<file path="config.mk">
export PLATFORM = sky130hd
export DESIGN_NAME = touch_button_decision
export DESIGN_NICKNAME = d
export VERILOG_FILES = /design/src/rtl/touch_decision_pkg.sv /design/src/rtl/touch_button_decision.sv
export SDC_FILE = /design/constraint.sdc
export NUM_CORES = 2
export LEC_CHECK = 0
export CAP_MARGIN = 30
export CORE_ASPECT_RATIO = 0.8
export CORE_MARGIN = 8
export CORE_UTILIZATION = 40
export CTS_CLUSTER_SIZE = 20
export DETAILED_ROUTE_END_ITERATION = 6
export DONT_BUFFER_PORTS = 1
export PLACE_DENSITY_LB_ADDON = 0.08
export RECOVER_POWER = 100
export SLEW_MARGIN = 10
export SYNTH_ARGS = -nofsm -noshare
export SYNTH_HDL_FRONTEND = slang
export SYNTH_SLANG_ARGS = --single-unit
</file>
<file path="constraint.sdc">
create_clock -name clk -period 23.8 [get_ports clk]
set_input_delay 4.76 -clock clk [delete_from_list [all_inputs] [get_ports clk]]
set_output_delay 4.76 -clock clk [all_outputs]
set_load 0.01 [all_outputs]
</file>
<file path="src/rtl/touch_decision_pkg.sv">
// Purpose: Shared constants and types of the touch decision block
// Assumes: One clock at 10 MHz
// Notes: Register offsets are byte addresses of the register port
package touch_decision_pkg;
	// ------------------------------------------------------------
	// Register offsets
	// ------------------------------------------------------------
	localparam logic [7:0] ADDR_BTN_CFG = 8'h21;
	localparam logic [7:0] ADDR_BTN_AVG = 8'h22;
	localparam logic [7:0] ADDR_BTN_NEG_LVL = 8'h23;
	localparam logic [7:0] ADDR_BTN_NEG_LIM = 8'h24;
	localparam logic [7:0] ADDR_BTN_HYST = 8'h25;
	localparam logic [7:0] ADDR_BTN_HOLD = 8'h26;
	localparam logic [7:0] ADDR_WHL_CFG = 8'h27;
	localparam logic [7:0] ADDR_WHL_HOLD = 8'h28;
	localparam logic [7:0] ADDR_WHL_HYST = 8'h29;
	// ------------------------------------------------------------
	// Field positions and codes
	// ------------------------------------------------------------
	localparam int TOUCH_DEB_LSB = 0;
	localparam int REL_DEB_LSB = 2;
	localparam int IRQ_SEL_LSB = 4;
	localparam int MODE_LSB = 6;
	localparam logic [1:0] MODE_SINGLE = 2'h1;
	localparam logic [7:0] WHL_CFG_MASK = 8'h0f;
	localparam logic [23:0] PCT_FULL = 24'h00_0064;
	localparam int BTN_AVG_LIMIT = 3;
	// ------------------------------------------------------------
	// Timing
	// ------------------------------------------------------------
	localparam int HOLD_UNIT_MS = 1000;
	localparam int CLK_KHZ = 10000;
	localparam int HOLD_UNIT_CYCLES = HOLD_UNIT_MS * CLK_KHZ;
	// ------------------------------------------------------------
	// Types
	// ------------------------------------------------------------
	typedef struct packed {
		logic [7:0] button_config;
		logic [7:0] button_average_limit;
		logic [7:0] button_negative_comp_level;
		logic [7:0] button_negative_count_limit;
		logic [7:0] button_hysteresis_pct;
		logic [7:0] button_hold_timeout;
		logic [7:0] wheel_debounce_config;
		logic [7:0] wheel_hold_timeout;
		logic [7:0] wheel_hysteresis_level;
	} regs_s;
	typedef struct packed {
		logic touched;
		logic stuck;
		logic [2:0] deb;
		logic [7:0] neg;
		logic [7:0] secs;
	} chan_s;
	typedef struct packed {
		chan_s c;
		logic touch;
		logic rel;
	} dec_s;
	// ------------------------------------------------------------
	// Reset values
	// ------------------------------------------------------------
	localparam regs_s REGS_RST = '{
		button_config: 8'h30,
		button_average_limit: 8'h50,
		button_negative_comp_level: 8'h50,
		button_negative_count_limit: 8'h01,
		button_hysteresis_pct: 8'h0a,
		button_hold_timeout: 8'h00,
		wheel_debounce_config: 8'h00,
		wheel_hold_timeout: 8'h00,
		wheel_hysteresis_level: 8'h03
	};
endpackage : touch_decision_pkg

</file>
<file path="src/rtl/touch_button_decision.sv">
// Purpose: Per-sensor touch and release decisions, wheel decision, compensation triggers
// Assumes: Samples, levels and pressure come from logic on clk; one sample per scan
// Notes: Registers reached by a plain byte-wide register port at their offsets
`timescale 1ns/1ps
module touch_button_decision #(
	parameter int N = 8,
	parameter int TW = 16,
	parameter int SEC_CYCLES = touch_decision_pkg::HOLD_UNIT_CYCLES
) (
	input wire logic clk,
	input wire logic nrst,
	input wire logic reg_wr,
	input wire logic reg_rd,
	input wire logic [7:0] reg_addr,
	input wire logic [7:0] reg_wdata,
	output logic [7:0] reg_rdata,
	input wire logic sample_valid,
	input wire logic [N-1:0][TW-1:0] ticks,
	input wire logic [N-1:0][TW-1:0] sensor_touch_level,
	input wire logic [TW-1:0] wheel_pressure,
	output logic [N-1:0] button_touched,
	output logic [N-1:0] avg_suspend,
	output logic touch_pulse,
	output logic release_pulse,
	output logic irq,
	output logic comp_req,
	output logic wheel_touched,
	output logic wheel_touch_pulse,
	output logic wheel_release_pulse
);
	localparam int IW = (N > 1) ? $clog2(N) : 1;
	localparam int SEC_W = $clog2(SEC_CYCLES + 1);

	typedef struct packed {
		touch_decision_pkg::regs_s regs;
		touch_decision_pkg::chan_s [N-1:0] btn;
		touch_decision_pkg::chan_s whl;
		logic owner_valid;
		logic [IW-1:0] owner;
		logic [N-1:0] avg_suspend;
		logic touch_pulse;
		logic rel_pulse;
		logic irq;
		logic comp_req;
		logic whl_touch_pulse;
		logic whl_rel_pulse;
		logic [7:0] rdata;
		logic [SEC_W-1:0] sec_cnt;
	} state_s;

	state_s st;
	state_s next_st;

	// ------------------------------------------------------------
	// Debounced decision shared by buttons and wheel
	// ------------------------------------------------------------
	function automatic touch_decision_pkg::dec_s decide(
		input touch_decision_pkg::chan_s c,
		input logic on,
		input logic off,
		input logic [1:0] ton,
		input logic [1:0] toff
	);
		touch_decision_pkg::dec_s d;
		d.c = c;
		d.touch = 1'b0;
		d.rel = 1'b0;
		if (c.stuck)
		begin
			// A forced release waits for the finger to really leave
			d.c.deb = 3'h0;
			if (off)
				d.c.stuck = 1'b0;
		end
		else if (!c.touched)
		begin
			if (on)
			begin
				if (c.deb >= {1'b0, ton})
				begin
					d.c.touched = 1'b1;
					d.c.deb = 3'h0;
					d.c.secs = 8'h00;
					d.touch = 1'b1;
				end
				else
					d.c.deb = c.deb + 3'h1;
			end
			else
				d.c.deb = 3'h0;
		end
		else
		begin
			if (off)
			begin
				if (c.deb >= {1'b0, toff})
				begin
					d.c.touched = 1'b0;
					d.c.deb = 3'h0;
					d.rel = 1'b1;
				end
				else
					d.c.deb = c.deb + 3'h1;
			end
			else
				d.c.deb = 3'h0;
		end
		return d;
	endfunction : decide

	// ------------------------------------------------------------
	// Hold timer, stepped by the one-second enable
	// ------------------------------------------------------------
	function automatic touch_decision_pkg::dec_s hold(
		input touch_decision_pkg::chan_s c,
		input logic [7:0] limit
	);
		touch_decision_pkg::dec_s d;
		d.c = c;
		d.touch = 1'b0;
		d.rel = 1'b0;
		if (c.touched && limit != 8'h00)
		begin
			d.c.secs = c.secs + 8'h01;
			if (d.c.secs >= limit)
			begin
				d.c.touched = 1'b0;
				d.c.stuck = 1'b1;
				d.c.deb = 3'h0;
				d.rel = 1'b1;
			end
		end
		return d;
	endfunction : hold

	logic sec_hit, single, busy, any_touch, any_rel, on, off, in_map;
	logic [IW:0] n_avg;
	logic [TW+7:0] prod;
	logic [TW-1:0] hyst, lower;
	logic [TW:0] upper;
	logic signed [TW+1:0] t_ext;
	logic [7:0] neg_lim;
	logic [3:0] slot;
	touch_decision_pkg::dec_s d;
	touch_decision_pkg::regs_s r;

	// ------------------------------------------------------------
	// Next state
	// ------------------------------------------------------------
	always_comb
	begin
		next_st = st;
		r = st.regs;
		sec_hit = (st.sec_cnt == SEC_W'(SEC_CYCLES - 1));
		single = (r.button_config[touch_decision_pkg::MODE_LSB +: 2]
			== touch_decision_pkg::MODE_SINGLE);
		busy = st.owner_valid & single;
		any_touch = 1'b0;
		any_rel = 1'b0;
		n_avg = '0;
		prod = '0;
		hyst = '0;
		upper = '0;
		lower = '0;
		t_ext = '0;
		on = 1'b0;
		off = 1'b0;
		neg_lim = 8'h00;
		d = '0;
		in_map = (reg_addr >= touch_decision_pkg::ADDR_BTN_CFG)
			&& (reg_addr <= touch_decision_pkg::ADDR_WHL_HYST);
		slot = 4'(touch_decision_pkg::ADDR_WHL_HYST - reg_addr);
		next_st.comp_req = 1'b0;
		next_st.sec_cnt = sec_hit ? '0 : st.sec_cnt + 1'b1;
		if (!single)
			next_st.owner_valid = 1'b0;

		// Register port; offsets are consecutive in struct order, so one index reaches all
		if (reg_wr && in_map)
			next_st.regs[8 * slot +: 8] = reg_wdata;
		if (reg_wr && reg_addr == touch_decision_pkg::ADDR_WHL_CFG)
			next_st.regs.wheel_debounce_config = reg_wdata & touch_decision_pkg::WHL_CFG_MASK;
		if (reg_rd && in_map)
			next_st.rdata = r[8 * slot +: 8];
		else if (reg_rd)
			next_st.rdata = 8'h00;

		// Limit zero is reserved; it acts as one
		neg_lim = (r.button_negative_count_limit == 8'h00) ? 8'h01
			: r.button_negative_count_limit;

		for (int i = 0; i < N; i++)
		begin
			d.c = st.btn[i];
			d.touch = 1'b0;
			d.rel = 1'b0;
			if (sample_valid)
			begin
				prod = sensor_touch_level[i] * r.button_hysteresis_pct;
				hyst = TW'(prod / touch_decision_pkg::PCT_FULL);
				upper = {1'b0, sensor_touch_level[i]} + {1'b0, hyst};
				// Percentages above 100 would wrap the release level
				lower = (hyst > sensor_touch_level[i]) ? '0
					: sensor_touch_level[i] - hyst;
				t_ext = {{2{ticks[i][TW-1]}}, ticks[i]};
				on = t_ext > $signed({1'b0, upper});
				off = t_ext < $signed({2'b00, lower});
				d = decide(st.btn[i], on, off,
					r.button_config[touch_decision_pkg::TOUCH_DEB_LSB +: 2],
					r.button_config[touch_decision_pkg::REL_DEB_LSB +: 2]);
				// Averaging limit counts in steps of four ticks
				next_st.avg_suspend[i] = t_ext
					>= $signed({8'h00, r.button_average_limit, 2'b00});
				if (t_ext + $signed({8'h00, r.button_negative_comp_level, 2'b00}) < 0)
				begin
					d.c.neg = (st.btn[i].neg == 8'hff) ? 8'hff
						: st.btn[i].neg + 8'h01;
					if (d.c.neg >= neg_lim)
					begin
						next_st.comp_req = 1'b1;
						d.c.neg = 8'h00;
					end
				end
				else
					d.c.neg = 8'h00;
			end
			else if (sec_hit)
				d = hold(st.btn[i], r.button_hold_timeout);
			if (single && busy && d.touch && next_st.owner != IW'(i))
			begin
				d.c.touched = 1'b0;
				d.touch = 1'b0;
			end
			else if (single && d.touch && !busy)
			begin
				busy = 1'b1;
				next_st.owner_valid = 1'b1;
				next_st.owner = IW'(i);
			end
			if (single && d.rel && st.owner_valid && st.owner == IW'(i))
			begin
				next_st.owner_valid = 1'b0;
				busy = 1'b0;
			end
			else if (single && d.rel)
				d.rel = 1'b0;
			next_st.btn[i] = d.c;
			any_touch = any_touch | d.touch;
			any_rel = any_rel | d.rel;
		end
		for (int i = 0; i < N; i++)
			n_avg = n_avg + (IW + 1)'(next_st.avg_suspend[i]);
		if (sample_valid && n_avg >= (IW + 1)'(touch_decision_pkg::BTN_AVG_LIMIT))
			next_st.comp_req = 1'b1;

		next_st.touch_pulse = any_touch;
		next_st.rel_pulse = any_rel;
		next_st.irq = (any_touch & r.button_config[touch_decision_pkg::IRQ_SEL_LSB])
			| (any_rel & r.button_config[touch_decision_pkg::IRQ_SEL_LSB + 1]);

		// Wheel decision on the pressure from the front end
		if (sample_valid)
		begin
			on = {8'h00, wheel_pressure}
				> {6'b00_0000, r.wheel_hysteresis_level, 2'b00};
			off = (wheel_pressure == '0);
			d = decide(st.whl, on, off,
				r.wheel_debounce_config[touch_decision_pkg::TOUCH_DEB_LSB +: 2],
				r.wheel_debounce_config[touch_decision_pkg::REL_DEB_LSB +: 2]);
		end
		else if (sec_hit)
			d = hold(st.whl, r.wheel_hold_timeout);
		else
			d = '{c: st.whl, touch: 1'b0, rel: 1'b0};
		next_st.whl = d.c;
		next_st.whl_touch_pulse = d.touch;
		next_st.whl_rel_pulse = d.rel;
	end

	// ------------------------------------------------------------
	// State register
	// ------------------------------------------------------------
	always_ff @(posedge clk or negedge nrst)
	begin
		if (!nrst)
		begin
			st <= '0;
			st.regs <= touch_decision_pkg::REGS_RST;
		end
		else
			st <= next_st;
	end

	always_comb
	begin
		for (int i = 0; i < N; i++)
			button_touched[i] = st.btn[i].touched;
	end

	assign reg_rdata = st.rdata;
	assign avg_suspend = st.avg_suspend;
	assign touch_pulse = st.touch_pulse;
	assign release_pulse = st.rel_pulse;
	assign irq = st.irq;
	assign comp_req = st.comp_req;
	assign wheel_touched = st.whl.touched;
	assign wheel_touch_pulse = st.whl_touch_pulse;
	assign wheel_release_pulse = st.whl_rel_pulse;
endmodule : touch_button_decision

</file>
==> impl_metrics.env <==
export IMPL_boundaryPins=324
export IMPL_worstSetupPathType="primary input to flip-flop"
export IMPL_worstSetupStartpoint="sensor_touch_level[13]"
export IMPL_grtUsageTotal=0.283
export IMPL_status="finished with violations"
export IMPL_die_w_um=579
export IMPL_design_core_area_sq_um=252000
export IMPL_finalSetupViolCount=39
export IMPL_htreeDepth=2
export IMPL_routed_via_density=5.67
export IMPL_end_kind="flip-flop"
export IMPL_crit_fanout=10
export IMPL_cts_root_buffer="clkbuf_16"
export IMPL_startpoint_type="primary input"
export IMPL_async_flop_share=1.00
export IMPL_fin_crit_sh=1.08
export IMPL_synth_distinct_cells=192
export IMPL_drc=2
export IMPL_drive_above_1_share=0.331
export IMPL_firstDrtPassIters=7
export IMPL_ff2ff_path_depth=124
export IMPL_first_global_vias=107000
export IMPL_dp_worst_setup_slack_ns=-3.47
export IMPL_final_nets=18200
export IMPL_arrival_ns=26.21
export IMPL_rr_endpoint="st[88]"
export IMPL_insertion_delay_ns=0.59
export IMPL_synth_seq_cells=303
export IMPL_fin_skew_ns=0.0311
export IMPL_fp_dieH_um=466
export IMPL_min_path_type="flip-flop to flip-flop"
export IMPL_max_freq_mhz=38.8
export IMPL_cts_made_buffers=40
export IMPL_endpoint="st[88]"
export IMPL_setup_tns_ns=-29.05
export IMPL_r2r_slack_ns=0.90
export IMPL_min_period_ns=25.75
export IMPL_cp_required_ns=24.26
export IMPL_layout_commonest_cell="buf_4"
export IMPL_grt_overflow_total=0
export IMPL_ant_nets=0
export IMPL_grt_antenna_before_repair=32
export IMPL_worst_slack_ns=-1.95
export IMPL_cp_common_cell="buf_4"
export IMPL_max_stage_delay_ns=0.58
export IMPL_synthCells=13100
export IMPL_port_buffers=0
export IMPL_finalHoldViolCount=0
export IMPL_most_common_layout_cells="3230 x buf_4, 1418 x nand2_1, 1129 x ha_1, 1114 x inv_1, 897 x nor2_1"
export IMPL_num_vias=110000
export IMPL_rsz0062_at_grt="yes"
export IMPL_grt_max_degree=304
export IMPL_syn2layout_area_growth_pct=37.8
export IMPL_netlist_area_sq_um=101000
export IMPL_violations="DRC, setup timing"
export IMPL_worstMarginPinSlew_ns=1.12
export IMPL_gp_congestion=0.944
export IMPL_routed_wl_mm=408
export IMPL_relSlewSlack=0.247
export IMPL_initial_utilization=0.402
export IMPL_ys_seq_area_frac=0.0749
export IMPL_synth_avg_cell_area_sq_um=7.75
export IMPL_synth_edf_count=0
export IMPL_crit_slowest_cell="or4_4"
export IMPL_fp_row_count=165
export IMPL_drtIter0Drc=7665
export IMPL_worstReg2RegStart="r[37]"
export IMPL_yosysWarnings=0
export IMPL_clk_pin_slew_ns=0.06
export IMPL_ys_flop_type="dfrtp_1"
export IMPL_cts_sinks=303
export IMPL_cts_buffer_depth=3
export IMPL_die_area_sq_um=270000
export IMPL_postLayoutCoreUtil=0.554
export IMPL_maxCapViolCount=0
export IMPL_grt_pass1_wl_mm=616
export IMPL_synth_fp_nets=15200
export IMPL_maxSlewViolCount=0
export IMPL_dp_hpwl_mm=326
export IMPL_cts_tree="built"
export IMPL_wl_per_cell_um=21.0
export IMPL_whs_ns=0.482
==> critical path, delay by kind of cell <==
| family | cells | cell delay, ns |
|---|---|---|
| compound gates | 45 | 8.37 |
| xor+xnor | 4 | 0.48 |
| fa+ha+maj | 8 | 3.20 |
| buf+inv | 48 | 5.47 |
| simple gates | 16 | 3.83 |
==> final cells by class <==
type | instances | area, sq um
inverters | 1192 | 4550
clock inverters | 18 | 189
repair buffers | 3395 | 26300
clock buffers | 55 | 1140
fillers | 23600 | 113000
multi-input cells | 11100 | 95600
diodes | 19 | 47.5
flip-flops and latches | 303 | 7630
well taps | 3340 | 4180
==> sequential cells by signal, indices dropped and copies added, names as in the netlist <==
name,count
st,200
r,72
avg_suspend,8
button_touched,8
reg_rdata,8
comp_req,1
irq,1
release_pulse,1
touch_pulse,1
wheel_release_pulse,1
wheel_touch_pulse,1
wheel_touched,1
==> cells in the mapped netlist, types with 39 or more instances <==
cell type / n / share of area
ha_1: 1186 / 0.15
o21ai_0: 640 / 0.032
o221ai_1: 51 / 0.0044
a21oi_1: 824 / 0.041
o21ai_1: 69 / 0.0034
buf_2: 62 / 0.0031
nor3_1: 280 / 0.014
inv_1: 1143 / 0.042
a2111oi_0: 51 / 0.0044
nand2_1: 1463 / 0.054
nand2b_1: 187 / 0.012
clkbuf_1: 331 / 0.012
dfrtp_1: 292 / 0.072
nor2b_1: 119 / 0.0073
o211ai_1: 128 / 0.0095
o2111ai_1: 39 / 0.0034
o21a_1: 107 / 0.0079
nand3_1: 318 / 0.016
mux2i_1: 116 / 0.011
xor2_1: 217 / 0.019
or3_1: 71 / 0.0044
o21bai_1: 110 / 0.0081
a211oi_1: 153 / 0.011
fa_1: 692 / 0.14
and3_1: 113 / 0.0070
and2_1: 482 / 0.030
o22ai_1: 82 / 0.0051
o31ai_1: 62 / 0.0046
a211o_1: 58 / 0.0050
nand4_1: 143 / 0.0088
nor4_1: 88 / 0.0054
xnor2_1: 504 / 0.044
a311oi_1: 41 / 0.0035
a31oi_1: 119 / 0.0073
or2_2: 63 / 0.0039
nor2_1: 952 / 0.035
a21o_1: 263 / 0.019
a22o_1: 81 / 0.0070
==> worst min-delay path by stage <==
stage / startpoint / endpoint / depth (start not counted) / slack (ns)
final: st[6] / st[6] / 1 / 0.48
after global routing: st[6] / st[6] / 1 / 0.51
after CTS: st[0] / st[0] / 1 / 0.49
after detailed placement: st[6] / st[6] / 1 / 0.48
after global placement: st[153] / st[153] / 2 / 0.46
after floorplan: st[6] / st[6] / 1 / 0.45
==> logic make-up after synthesis <==
family / synth area share
and+or+nand+nor: 0.220
AOI/OAI and AO/OA: 0.261
adders and majority gates: 0.288
xor gates and xnor gates: 0.0668
muxes: 0.0209
DFF: 0.0749
buffers and inverters: 0.0689
==> stage by stage <==
stage | instances | cell area [sq um]
global placement | 18900 | 126000
global route | 19400 | 140000
finish | 19400 | 140000
floorplan | 13100 | 102000
detailed placement | 18900 | 126000
CTS | 19100 | 132000
==> layer usage <==
| metal | GRT usage | share of wire |
|---|---|---|
| met3 | 0.0574 | 0.076 |
| met4 | 0.0727 | 0.030 |
| met5 | 0 | 0.00013 |
| met2 | 0.437 | 0.43 |
| met1 | 0.402 | 0.46 |
==> timing repair <==
action                                  4_1_cts  5_1_grt
pin swaps                                   278      760
endpoints found under the setup margin      103      111
resized for setup                           547     1224
buffers inserted                            169      281
hold buffers                                  0        0
cloned                                        1        4
Power is not shown: default switching activity piles up to over one toggle a cycle in this logic, so the estimate is an artifact.
